**src/shared/ops_pkg.sv**
```systemverilog
/*
 * Shared constants for the output prescaler and distribution sync block:
 * register indices, field positions, reset values and sync state codes.
 * Assumes a 32-bit classic Wishbone register bus with byte addresses.
 */
package ops_pkg;

    // ==================================================================
    // Register indices (byte address is four times the index)
    // ==================================================================
    localparam logic [13:0] OPS_IDX_PRESC_RST  = 14'h0433; // Prescaler reset
    localparam logic [13:0] OPS_IDX_PRESC_RAT  = 14'h0434; // prescaler_ratio
    localparam logic [13:0] OPS_IDX_SYNC_SRC   = 14'h0435; // Source and auto
    localparam logic [13:0] OPS_IDX_SYNC_MASK  = 14'h0436; // sync_mask_control
    localparam logic [13:0] OPS_IDX_SYNC_STAT  = 14'h0437; // Status, soft sync

    // ==================================================================
    // Field positions
    // ==================================================================
    localparam int OPS_BIT_PRESC_RST  = 1;  // Prescaler held in reset
    localparam int OPS_BIT_SRC_REF    = 2;  // Sync on active reference
    localparam int OPS_BIT_MASK_ALOOP = 2;  // Ignore analog loop lock
    localparam int OPS_BIT_MASK_B     = 1;  // Channel B sync mask
    localparam int OPS_BIT_SOFT_SYNC  = 0;  // Write one: request a sync

    // ==================================================================
    // Reset values and codes
    // ==================================================================
    localparam logic [7:0] OPS_RST_REG8      = 8'h00;
    localparam logic [3:0] OPS_RATIO_LOW_MIN = 4'h3;  // Lowest test ratio
    localparam logic [1:0] OPS_AUTO_OFF      = 2'b00;
    localparam logic [1:0] OPS_AUTO_FREQ     = 2'b01;
    localparam logic [1:0] OPS_AUTO_PHASE    = 2'b10;
    localparam logic [1:0] OPS_AUTO_RSVD     = 2'b11;

    // Channel dividers fed by the prescaler
    localparam int OPS_NCHAN   = 2;
    localparam int OPS_CHAN_B  = 1;
    // Pin inputs: reference, cal done, lock, freq lock, phase lock
    localparam int OPS_NPIN    = 5;
    localparam int OPS_PIN_REF = 0;
    localparam int OPS_PIN_CAL = 1;
    localparam int OPS_PIN_LCK = 2;
    localparam int OPS_PIN_FRQ = 3;
    localparam int OPS_PIN_PHS = 4;

    // Sync request sequencer
    typedef enum logic [1:0] {
        OPS_ST_IDLE,
        OPS_ST_PEND,
        OPS_ST_WAIT_REF
    } ops_sync_st_t;

endpackage

```
**src/logic/ops_sync_ctrl.sv**
```systemverilog
/*
 * Output prescaler and distribution sync control, top level.
 * Holds the sync sequencer, the pin synchronisers and the channel
 * dividers fed by the prescaler. Assumes status pins from the analog
 * loop, the digital loop and the active reference are asynchronous,
 * and that the oscillator rate is modelled by the system clock.
 */
// The Wishbone slave port is this design's own decision.
// Overview of operation
// - Ratio code sets prescaler divide value
// - Reset bit holds prescaler, zero divides
// - Direct source: sync gated only by loop
// - Reference source: sync waits reference edge
// - Auto sync on frequency or phase lock
// - Unmasked: sync waits calibration and lock
// - Masked: sync ignores analog loop lock
// - Channel B mask frees divider at once
// - Masked channel B ignores all sync
// - Channel B mask leaves drivers untouched

`timescale 1ns/10ps
module ops_sync_ctrl
    import ops_pkg::*;
(
    input  wire logic        clk_sys_i,       // System clock, 50 MHz
    input  wire logic        srst_i,          // Synchronous reset
    input  wire logic        wb_cyc_i,        // Bus cycle
    input  wire logic        wb_stb_i,        // Strobe
    input  wire logic        wb_we_i,         // Write enable
    input  wire logic [15:0] wb_adr_i,        // Byte address
    input  wire logic [3:0]  wb_sel_i,        // Byte enables
    input  wire logic [31:0] wb_dat_i,        // Write data
    output logic [31:0]      wb_dat_o,        // Read data
    output logic             wb_ack_o,        // Acknowledge
    input  wire logic        ref_active_i,    // Active input reference
    input  wire logic        aloop_cal_done_i, // Analog loop calibrated
    input  wire logic        aloop_lock_i,     // Analog loop locked
    input  wire logic        dloop_frq_lock_i, // Digital loop freq lock
    input  wire logic        dloop_phs_lock_i, // Digital loop phase lock
    input  wire logic        chan_b_drv_en_i, // Channel B driver enable
    output logic             chan_b_drv_en_o, // Passed to the drivers
    output logic             presc_tick_o,    // Prescaler output pulse
    output logic             sync_pulse_o,    // Accepted sync event
    output logic [1:0]       chan_clk_o       // Channel divider outputs
);

    // ==================================================================
    // Register slave
    // ==================================================================
    logic [7:0] rst_reg;   // Prescaler reset register
    logic [7:0] ratio_reg; // Prescaler ratio register
    logic [7:0] src_reg;   // Sync source and auto mode
    logic [7:0] mask_reg;  // Sync masks
    logic [7:0] status;    // Live status byte
    logic       soft_sync; // Software sync request

    ops_wb_regs u_regs (
        .clk_sys_i   (clk_sys_i),
        .srst_i      (srst_i),
        .wb_cyc_i    (wb_cyc_i),
        .wb_stb_i    (wb_stb_i),
        .wb_we_i     (wb_we_i),
        .wb_adr_i    (wb_adr_i),
        .wb_sel_i    (wb_sel_i),
        .wb_dat_i    (wb_dat_i),
        .wb_dat_o    (wb_dat_o),
        .wb_ack_o    (wb_ack_o),
        .status_i    (status),
        .rst_reg_o   (rst_reg),
        .ratio_reg_o (ratio_reg),
        .src_reg_o   (src_reg),
        .mask_reg_o  (mask_reg),
        .soft_sync_o (soft_sync)
    );

    // Field decode
    wire [3:0] presc_ratio = ratio_reg[3:0];
    wire       presc_hold  = rst_reg[OPS_BIT_PRESC_RST];
    wire       src_ref     = src_reg[OPS_BIT_SRC_REF];
    wire [1:0] auto_mode   = src_reg[1:0];
    wire       mask_aloop  = mask_reg[OPS_BIT_MASK_ALOOP];
    wire       mask_b      = mask_reg[OPS_BIT_MASK_B];

    // ==================================================================
    // Prescaler
    // ==================================================================
    logic presc_tick; // One pulse per prescaler period

    // Software must reset or recalibrate after a ratio change
    ops_prescaler u_presc (
        .clk_sys_i (clk_sys_i),
        .srst_i    (srst_i),
        .ratio_i   (presc_ratio),
        .hold_i    (presc_hold),
        .tick_o    (presc_tick)
    );

    // ==================================================================
    // Pin synchronisers
    // ==================================================================
    wire  [OPS_NPIN-1:0] pin_raw = {dloop_phs_lock_i, dloop_frq_lock_i,
                                    aloop_lock_i, aloop_cal_done_i,
                                    ref_active_i};
    logic [OPS_NPIN-1:0] pin_s1_r;   // First stage, read by s2 only
    logic [OPS_NPIN-1:0] pin_s2_r;   // Second stage
    logic [OPS_NPIN-1:0] pin_s3_r;   // Third stage
    logic [OPS_NPIN-1:0] pin_q_r;    // Accepted level
    logic [OPS_NPIN-1:0] pin_d_r;    // Accepted level, one cycle late

    genvar gp;
    generate
        for (gp = 0; gp < OPS_NPIN; gp++) begin : g_pin
            // A change counts once stages two and three agree
            always_ff @(posedge clk_sys_i) begin
                if (srst_i) begin
                    pin_s1_r[gp] <= 1'b0;
                    pin_s2_r[gp] <= 1'b0;
                    pin_s3_r[gp] <= 1'b0;
                    pin_q_r[gp]  <= 1'b0;
                    pin_d_r[gp]  <= 1'b0;
                end else begin
                    pin_s1_r[gp] <= pin_raw[gp];
                    pin_s2_r[gp] <= pin_s1_r[gp];
                    pin_s3_r[gp] <= pin_s2_r[gp];
                    if (pin_s2_r[gp] == pin_s3_r[gp]) begin
                        pin_q_r[gp] <= pin_s3_r[gp];
                    end
                    pin_d_r[gp] <= pin_q_r[gp];
                end
            end
        end
    endgenerate

    // Rising edges of the accepted levels
    wire [OPS_NPIN-1:0] pin_rise = pin_q_r & ~pin_d_r;
    wire ref_rise  = pin_rise[OPS_PIN_REF];
    wire aloop_ok  = pin_q_r[OPS_PIN_CAL] && pin_q_r[OPS_PIN_LCK];

    // ==================================================================
    // Sync request and gating
    // ==================================================================
    // Lock mask overrides the analog loop detector
    wire armed     = mask_aloop || aloop_ok;
    // Reserved auto code 11 triggers nothing
    wire auto_req  = ((auto_mode == OPS_AUTO_FREQ) &&
                      pin_rise[OPS_PIN_FRQ]) ||
                     ((auto_mode == OPS_AUTO_PHASE) &&
                      pin_rise[OPS_PIN_PHS]);
    wire sync_req  = soft_sync || auto_req;

    ops_sync_st_t st_r;   // Sequencer state
    ops_sync_st_t st_nxt; // Next state
    logic         sync_fire;

    // Fire when armed, at once or on the next reference edge
    assign sync_fire =
        ((st_r == OPS_ST_PEND) && armed && !src_ref) ||
        ((st_r == OPS_ST_WAIT_REF) && armed && ref_rise);

    // Next state; requests while pending merge into one event
    always_comb begin
        st_nxt = st_r;
        unique case (st_r)
            OPS_ST_IDLE: begin
                if (sync_req) begin
                    st_nxt = OPS_ST_PEND;
                end
            end
            OPS_ST_PEND: begin
                // Held off here until armed: analog loop ready or lock mask set
                if (armed && src_ref) begin
                    st_nxt = OPS_ST_WAIT_REF;
                end else if (armed) begin
                    st_nxt = OPS_ST_IDLE;
                end
            end
            OPS_ST_WAIT_REF: begin
                // Losing lock sends the request back to wait
                if (!armed) begin
                    st_nxt = OPS_ST_PEND;
                end else if (ref_rise) begin
                    st_nxt = OPS_ST_IDLE;
                end
            end
        endcase
        // A new request in the firing cycle is kept, not lost
        if (sync_fire && sync_req) begin
            st_nxt = OPS_ST_PEND;
        end
    end

    // State register
    always_ff @(posedge clk_sys_i) begin
        if (srst_i) begin
            st_r <= OPS_ST_IDLE;
        end else begin
            st_r <= st_nxt;
        end
    end

    // ==================================================================
    // Channel dividers
    // ==================================================================
    logic [OPS_NCHAN-1:0] hold_r;   // Static sync state, set at reset
    logic [OPS_NCHAN-1:0] chan_r;   // Divider output level
    logic [OPS_NCHAN-1:0] chan_msk; // Per-channel sync mask
    logic [OPS_NCHAN-1:0] hold_eff; // Hold after masking

    assign chan_msk = {mask_b, 1'b0};
    // Mask frees the divider combinationally, without a clock edge
    assign hold_eff = hold_r & ~chan_msk;

    genvar gc;
    generate
        for (gc = 0; gc < OPS_NCHAN; gc++) begin : g_chan
            // Sync restarts unmasked dividers at phase zero together
            always_ff @(posedge clk_sys_i) begin
                if (srst_i) begin
                    hold_r[gc] <= 1'b1;
                    chan_r[gc] <= 1'b0;
                end else if (sync_fire && !chan_msk[gc]) begin
                    hold_r[gc] <= 1'b0;
                    chan_r[gc] <= 1'b0;
                end else if (presc_tick && !hold_eff[gc]) begin
                    chan_r[gc] <= ~chan_r[gc];
                end
            end
        end
    endgenerate

    // ==================================================================
    // Outputs and status
    // ==================================================================
    // Mask bit never touches the driver enable
    assign chan_b_drv_en_o = chan_b_drv_en_i;
    assign presc_tick_o    = presc_tick;
    assign sync_pulse_o    = sync_fire;
    assign chan_clk_o      = chan_r;
    assign status = {1'b0, hold_eff, (st_r != OPS_ST_IDLE), armed,
                     pin_q_r[OPS_PIN_PHS], pin_q_r[OPS_PIN_FRQ],
                     aloop_ok};

    // ==================================================================
    // Assertions
    // ==================================================================
    AST_PRESC_DIV3: assert property (@(posedge clk_sys_i) disable iff (srst_i)
        (presc_tick && presc_ratio == OPS_RATIO_LOW_MIN && !presc_hold) |->
        ##1 (!presc_tick || presc_hold) [*2]
        ##1 (presc_tick || presc_hold || $changed(presc_ratio)))
        else $error("Prescaler period wrong for ratio three");

    AST_PRESC_HOLD: assert property (@(posedge clk_sys_i) disable iff (srst_i)
        presc_hold |=> !presc_tick)
        else $error("Prescaler ticked while held");

    AST_DIRECT: assert property (@(posedge clk_sys_i) disable iff (srst_i)
        (st_r == OPS_ST_PEND && armed && !src_ref) |->
        sync_pulse_o ##1 (chan_clk_o[0] == 1'b0))
        else $error("Direct sync not issued when armed");

    AST_REF_EDGE: assert property (@(posedge clk_sys_i) disable iff (srst_i)
        (sync_pulse_o && src_ref) |-> (ref_rise && pin_q_r[OPS_PIN_REF]))
        else $error("Reference sync off the reference edge");

    AST_AUTO_RSVD: assert property (@(posedge clk_sys_i) disable iff (srst_i)
        (st_r == OPS_ST_IDLE && auto_mode == OPS_AUTO_RSVD && !soft_sync)
        |=> st_r == OPS_ST_IDLE)
        else $error("Reserved auto mode started a sync");

    AST_AUTO_FREQ: assert property (@(posedge clk_sys_i) disable iff (srst_i)
        (st_r == OPS_ST_IDLE && auto_mode == OPS_AUTO_FREQ &&
         pin_rise[OPS_PIN_FRQ]) |=> st_r == OPS_ST_PEND)
        else $error("Frequency lock did not request sync");

    AST_GATED: assert property (@(posedge clk_sys_i) disable iff (srst_i)
        (sync_pulse_o && !mask_aloop) |->
        (pin_q_r[OPS_PIN_CAL] && pin_q_r[OPS_PIN_LCK]))
        else $error("Sync issued before calibration and lock");

    AST_ALOOP_MASK: assert property (@(posedge clk_sys_i) disable iff (srst_i)
        (mask_aloop && st_r == OPS_ST_PEND && !src_ref) |-> sync_pulse_o)
        else $error("Lock mask did not release sync");

    AST_B_FREE: assert property (@(posedge clk_sys_i) disable iff (srst_i)
        (mask_b && presc_tick) |=> $changed(chan_clk_o[OPS_CHAN_B]))
        else $error("Masked channel B not toggling");

    AST_B_IGNORE: assert property (@(posedge clk_sys_i) disable iff (srst_i)
        (sync_pulse_o && mask_b && !presc_tick) |=>
        $stable(chan_clk_o[OPS_CHAN_B]))
        else $error("Masked channel B took a sync");

    AST_DRV_EN: assert property (@(posedge clk_sys_i) disable iff (srst_i)
        $rose(mask_b) |-> (chan_b_drv_en_o == chan_b_drv_en_i))
        else $error("Channel B mask changed driver enable");

    AST_RESTART: assert property (@(posedge clk_sys_i) disable iff (srst_i)
        (sync_pulse_o && !mask_b) |=>
        (chan_clk_o == 2'b00) && (hold_eff == 2'b00))
        else $error("Sync did not restart dividers together");

endmodule

```
**src/logic/ops_prescaler.sv**
```systemverilog
/*
 * Output prescaler: divides the oscillator rate, modelled as the system
 * clock, by the programmed ratio and emits a one-cycle enable pulse.
 * Assumes ratio and hold come from registers on the same clock.
 */
`timescale 1ns/10ps
module ops_prescaler
    import ops_pkg::*;
(
    input  wire logic       clk_sys_i,   // System clock
    input  wire logic       srst_i,      // Synchronous reset
    input  wire logic [3:0] ratio_i,     // Divide ratio code
    input  wire logic       hold_i,      // Hold in reset
    output logic            tick_o       // One pulse per output period
);

    // ==================================================================
    // Down counter
    // ==================================================================
    logic [3:0] cnt_r;   // Cycles left in this period
    logic [3:0] cnt_nxt; // Next count
    logic       tick_r;  // Registered pulse

    // Reload at zero; codes 0 and 1 are undefined, left as they fall
    assign cnt_nxt = (cnt_r == 4'h0) ? ratio_i - 4'h1 : cnt_r - 4'h1;

    // Counter and pulse; hold keeps the counter parked and silent
    always_ff @(posedge clk_sys_i) begin
        if (srst_i || hold_i) begin
            cnt_r  <= 4'h0;
            tick_r <= 1'b0;
        end else begin
            cnt_r  <= cnt_nxt;
            tick_r <= (cnt_nxt == 4'h0);
        end
    end

    assign tick_o = tick_r;

endmodule

```
**src/logic/ops_wb_regs.sv**
```systemverilog
/*
 * Classic Wishbone register slave for the prescaler and sync controls.
 * Assumes a single-cycle master that holds its request until ack.
 */
`timescale 1ns/10ps
module ops_wb_regs
    import ops_pkg::*;
(
    input  wire logic        clk_sys_i,   // System clock
    input  wire logic        srst_i,      // Synchronous reset
    input  wire logic        wb_cyc_i,    // Bus cycle
    input  wire logic        wb_stb_i,    // Strobe
    input  wire logic        wb_we_i,     // Write enable
    input  wire logic [15:0] wb_adr_i,    // Byte address
    input  wire logic [3:0]  wb_sel_i,    // Byte enables
    input  wire logic [31:0] wb_dat_i,    // Write data
    output logic [31:0]      wb_dat_o,    // Read data
    output logic             wb_ack_o,    // Acknowledge
    input  wire logic [7:0]  status_i,    // Live status byte
    output logic [7:0]       rst_reg_o,   // Prescaler reset register
    output logic [7:0]       ratio_reg_o, // Ratio register
    output logic [7:0]       src_reg_o,   // Source and auto register
    output logic [7:0]       mask_reg_o,  // Mask register
    output logic             soft_sync_o  // One-cycle sync request
);

    // ==================================================================
    // Decode
    // ==================================================================
    logic        ack_r;                 // Ack, one cycle per request
    logic [31:0] rdat_r;                // Read data
    logic [7:0]  rst_r, rat_r, src_r, msk_r;
    logic        soft_r;                // Sync request pulse
    wire  [13:0] idx   = wb_adr_i[15:2];
    wire         req   = wb_cyc_i && wb_stb_i && !ack_r;
    wire         wr_b0 = req && wb_we_i && wb_sel_i[0];
    wire  [7:0]  rd_mux =
        (idx == OPS_IDX_PRESC_RST) ? rst_r :
        (idx == OPS_IDX_PRESC_RAT) ? rat_r :
        (idx == OPS_IDX_SYNC_SRC)  ? src_r :
        (idx == OPS_IDX_SYNC_MASK) ? msk_r :
        (idx == OPS_IDX_SYNC_STAT) ? status_i : 8'h00;

    // Handshake; unmapped addresses answer with zero data
    always_ff @(posedge clk_sys_i) begin
        if (srst_i) begin
            ack_r  <= 1'b0;
            rdat_r <= 32'h0000_0000;
        end else begin
            ack_r  <= req;
            rdat_r <= {24'h00_0000, rd_mux};
        end
    end

    // Register writes; reserved bits are stored as zero
    always_ff @(posedge clk_sys_i) begin
        if (srst_i) begin
            rst_r  <= OPS_RST_REG8;
            rat_r  <= OPS_RST_REG8;
            src_r  <= OPS_RST_REG8;
            msk_r  <= OPS_RST_REG8;
            soft_r <= 1'b0;
        end else begin
            soft_r <= wr_b0 && (idx == OPS_IDX_SYNC_STAT) &&
                      wb_dat_i[OPS_BIT_SOFT_SYNC];
            if (wr_b0 && idx == OPS_IDX_PRESC_RST) begin
                rst_r <= {6'h00, wb_dat_i[1], 1'b0};
            end
            if (wr_b0 && idx == OPS_IDX_PRESC_RAT) begin
                rat_r <= {4'h0, wb_dat_i[3:0]};
            end
            if (wr_b0 && idx == OPS_IDX_SYNC_SRC) begin
                src_r <= {5'h00, wb_dat_i[2:0]};
            end
            if (wr_b0 && idx == OPS_IDX_SYNC_MASK) begin
                msk_r <= {5'h00, wb_dat_i[2:1], 1'b0};
            end
        end
    end

    assign wb_ack_o    = ack_r;
    assign wb_dat_o    = rdat_r;
    assign rst_reg_o   = rst_r;
    assign ratio_reg_o = rat_r;
    assign src_reg_o   = src_r;
    assign mask_reg_o  = msk_r;
    assign soft_sync_o = soft_r;

endmodule

```
**config.mk**
```make
export PLATFORM = sky130hd
export DESIGN_NAME = ops_sync_ctrl
export DESIGN_NICKNAME = d
export VERILOG_FILES = /design/src/shared/ops_pkg.sv /design/src/logic/ops_sync_ctrl.sv /design/src/logic/ops_prescaler.sv /design/src/logic/ops_wb_regs.sv
export SDC_FILE = /design/constraint.sdc
export NUM_CORES = 1
export LEC_CHECK = 0
export ABC_AREA = 1
export BUFFER_PORTS_ARGS = -buffer_cell sky130_fd_sc_hd__buf_2
export CELL_PAD_IN_SITES_DETAIL_PLACEMENT = 0
export CELL_PAD_IN_SITES_GLOBAL_PLACEMENT = 2
export CORE_ASPECT_RATIO = 1.4
export CORE_UTILIZATION = 26
export CTS_CLUSTER_SIZE = 24
export DETAILED_ROUTE_END_ITERATION = 6
export PLACE_DENSITY = 0.86
export SETUP_SLACK_MARGIN = 0.1
export SKIP_LAST_GASP = 1
export SYNTH_ARGS = -nofsm -noshare
export SYNTH_HDL_FRONTEND = slang
export SYNTH_SLANG_ARGS = --single-unit
```
**constraint.sdc**
```tcl
create_clock -name clk_sys_i -period 1.6 [get_ports clk_sys_i]
set_input_delay 0.16 -clock clk_sys_i [delete_from_list [all_inputs] [get_ports clk_sys_i]]
set_output_delay 0.16 -clock clk_sys_i [all_outputs]
set_load 0.03 [all_outputs]
```
==> reports/metrics.yaml <==
synth_seq_cells: 53
coreArea_um2: 9080
crit_path_max_fanout: 2
syn_inst: 317
criticalPathCategory: "reg -> out"
synth_top_family_by_area: "simple AND/OR/NAND/NOR gates"
finalCriticalPeriod_ps: 1436
max_cap_violations: 0
drv_slew: 0
path_clk_slew_ps: 70
setup_violations: 0
ir_worst_vdd_v: 0.0003338
seqPwrFrac_pct: 49.2
yosys_warnings: 0
pwr-share-clk_pct: 39.0
intPower_uw: 2034
synth_mux_area_share_pct: 0
grt_max_degree: 19
pre_cts_ws_ps: 73.90
fin_cells: 472
finalHoldViolations: 0
synthSimpleGateAreaFrac_pct: 28.73
overflow: 0
tritoncts: "done"
max-clock-path-buffers: 2
netlist_area_um2: 2456
synth_top_area_share_pct: 43.20
drc_errors: 0
critPathLaunchType: "register"
numCtsBuffers: 5
initial_core_util_pct: 27.05
row_count: 41
cp-end-kind: "output port"
clock_sinks: 53
ant_nets: 0
gp_congestion: 0.8398
hold_path_depth: 3
syn2layout_area_growth_pct: 18.49
die_h_um: 117
power_switching_uw: 731.5
htreeDepth: 2
outcome: "completed"
grtUsageTotal_pct: 10.62
ys_seq_area_share_pct: 43.20
num_io_pins: 101
cts_root_buf: "clkbuf_16"
crit_required_ps: 1440
layout_setup_ws_ps: 163.9
combinationalPowerShare_pct: 11.8
rr_startpoint: "u_presc.cnt_r[3]"
synth-xor-area-share_pct: 0.7132
post-route-period-util_pct: 89.75
r2r_end: "u_presc.tick_o"
fmax_mhz: 696.3
finClkSkew_ps: 7.696
fp.dieW_um: 84.15
rsz0062_at_grt: "true"
worstHoldEndpoint: "pin_s1_r[3]"
async_flop_share_pct: 0
num_vias: 1924
leakage_uw: 0.001280
placed_cells: 462
swShare_pct: 26.45
clkLatencyLatePin_ps: 290
reg2reg_slack_ps: 200
vias_per_cell: 4.076
io_buffers: 40
wirelength_um: 4985
synth.avg_cell_area_um2: 7.748
cellPowerDensity_nw_per_um2: 950.4
hp-start: "dloop_frq_lock_i"
synth_edf_count: 0
fin_nets: 429
crit_arrival_ps: 1280
yosys.area.top_type: "dfxtp_1"
synth-compound-area-share_pct: 9.628
die_area_um2: 9845
first_pass_iters: 4
synth_fa_ha_area_share_pct: 1.019
drt_iter0_drc: 103
hpwlAfterDp_um: 3904
ys.flop_type: "dfxtp_1"
diodes: 0
grt_pass1_vias: 1848
synth.area.top_cells: "dfxtp_1, nor2_1, buf_4"
setup_tns_ps: 0
power_uw: 2766
drive_gt1_share_pct: 25.75
antenna_found_initial: 0
min_path_type: "in -> reg"
grt_pass1_wl_um: 8190
reg2reg_depth: 8
synth_cell_types: 38
wire_per_inst_um: 10.56
==> cells in the mapped netlist, types with 2 or more instances <==
cell type  count
a21oi_1       14
a21oi_2        2
buf_2          2
buf_4         26
dfxtp_1       53
ha_1           2
inv_1         49
nand2_1       28
nand2_2        3
nand3_1       16
nand3_2        3
nand4_1        3
nor2_1        56
nor2_2         6
nor2_4         7
nor3_1         7
nor3_2         3
o21ai_0       15
o21ai_1        3
==> logic make-up after synthesis <==
group,count (synthesis)
AO/OA/AOI/OAI,40
flip-flops,53
buffers and inverters,81
other,1
XOR/XNOR,2
adder cells (fa/ha/maj),2
AND/OR/NAND/NOR,138
==> cell type report <==
type	instances	area (um^2)
Fill cell	996	6170
Multi-Input combinational cell	207	1112
Sequential cell	53	1070
Timing Repair Buffer	46	251.5
Inverter	51	192.7
Tap cell	107	133.9
Clock buffer	5	125.1
Clock inverter	3	25.02
==> timing repair <==
item / in CTS / in global routing
hold buffers: 0 / 0
pin swaps: 3 / 2
setup buffers: 2 / 0
gates resized for setup: 6 / 9
endpoints found under the setup margin: 2 / 3
==> worst max path at each step <==
stage,startpoint,to,depth (start not counted)
3_3_place_gp,u_presc.cnt_r[3],u_presc.tick_o,8
5_1_grt,u_presc.cnt_r[3],u_presc.tick_o,8
4_1_cts,pin_q_r[1],sync_pulse_o,5
3_5_place_dp,u_presc.cnt_r[3],u_presc.tick_o,8
2_1_floorplan,u_presc.cnt_r[0],u_presc.tick_o,8
6_report,pin_q_r[0],sync_pulse_o,4
==> flip-flops by register name, indices dropped and copies added, names as in the netlist, 2 cells and up <==
signal	count
u_regs.mask_reg_o	2
chan_clk_o	2
pin_s3_r	5
u_regs.ratio_reg_o	4
u_presc.cnt_r	4
pin_s2_r	5
hold_r	2
pin_s1_r	5
u_regs.wb_dat_o	7
u_regs.src_reg_o	3
pin_q_r	5
pin_d_r	3
st_r	2
==> layer usage <==
metal / vias up / track usage, % / part of all wire, %
li1: 1031 / - / -
met1: 847 / 11.10 / 41
met2: 39 / 20.55 / 54
met3: 7 / 2.454 / 3.4
met4: 0 / 4.253 / 1.6
met5: - / 0 / 0
==> cell usage in the layout, fill, tap and decap left out, types with 2 or more instances in the layout <==
cell type	count
a21oi_1	14
buf_2	39
buf_4	6
clkbuf_16	5
conb_1	25
dfxtp_1	50
dfxtp_4	2
inv_1	48
inv_2	2
nand2_1	28
nand2_2	3
nand3_1	15
nand3_2	4
nand4_1	3
nor2_1	55
nor2_2	7
nor2_4	7
nor3_1	7
nor3_2	3
o21ai_0	14
o21ai_1	4
==> power groups by stage <==
stage	clock [uW]	combinational, uW	sequential [uW]
6_report	1080	327	1360
5_1_grt	1160	361	1360
4_1_cts	1110	309	1360
3_5_place_dp	0	305	1390
3_3_place_gp	0	301	1390
2_1_floorplan	0	269	1400
==> worst max-delay path: stages (launching register included) <==
cell     delay (ps)
dfxtp_1         330
inv_1            50
or2_1           260
o21ai_4         190
buf_6           150
==> stage by stage <==
| stage | utilization (%) | hold WS [ps] | cell area [um^2] |
|---|---|---|---|
| final | 32.05 | 62.81 | 2910 |
| after global routing | 32.05 | 73.05 | 2910 |
| after CTS | 31.69 | 57.18 | 2878 |
| after detailed placement | 29.70 | 320.4 | 2696 |
| after global placement | 29.70 | 320.4 | 2696 |
| after floorplan | - | 267.0 | 2546 |
Power figures use the tool's default switching activity.
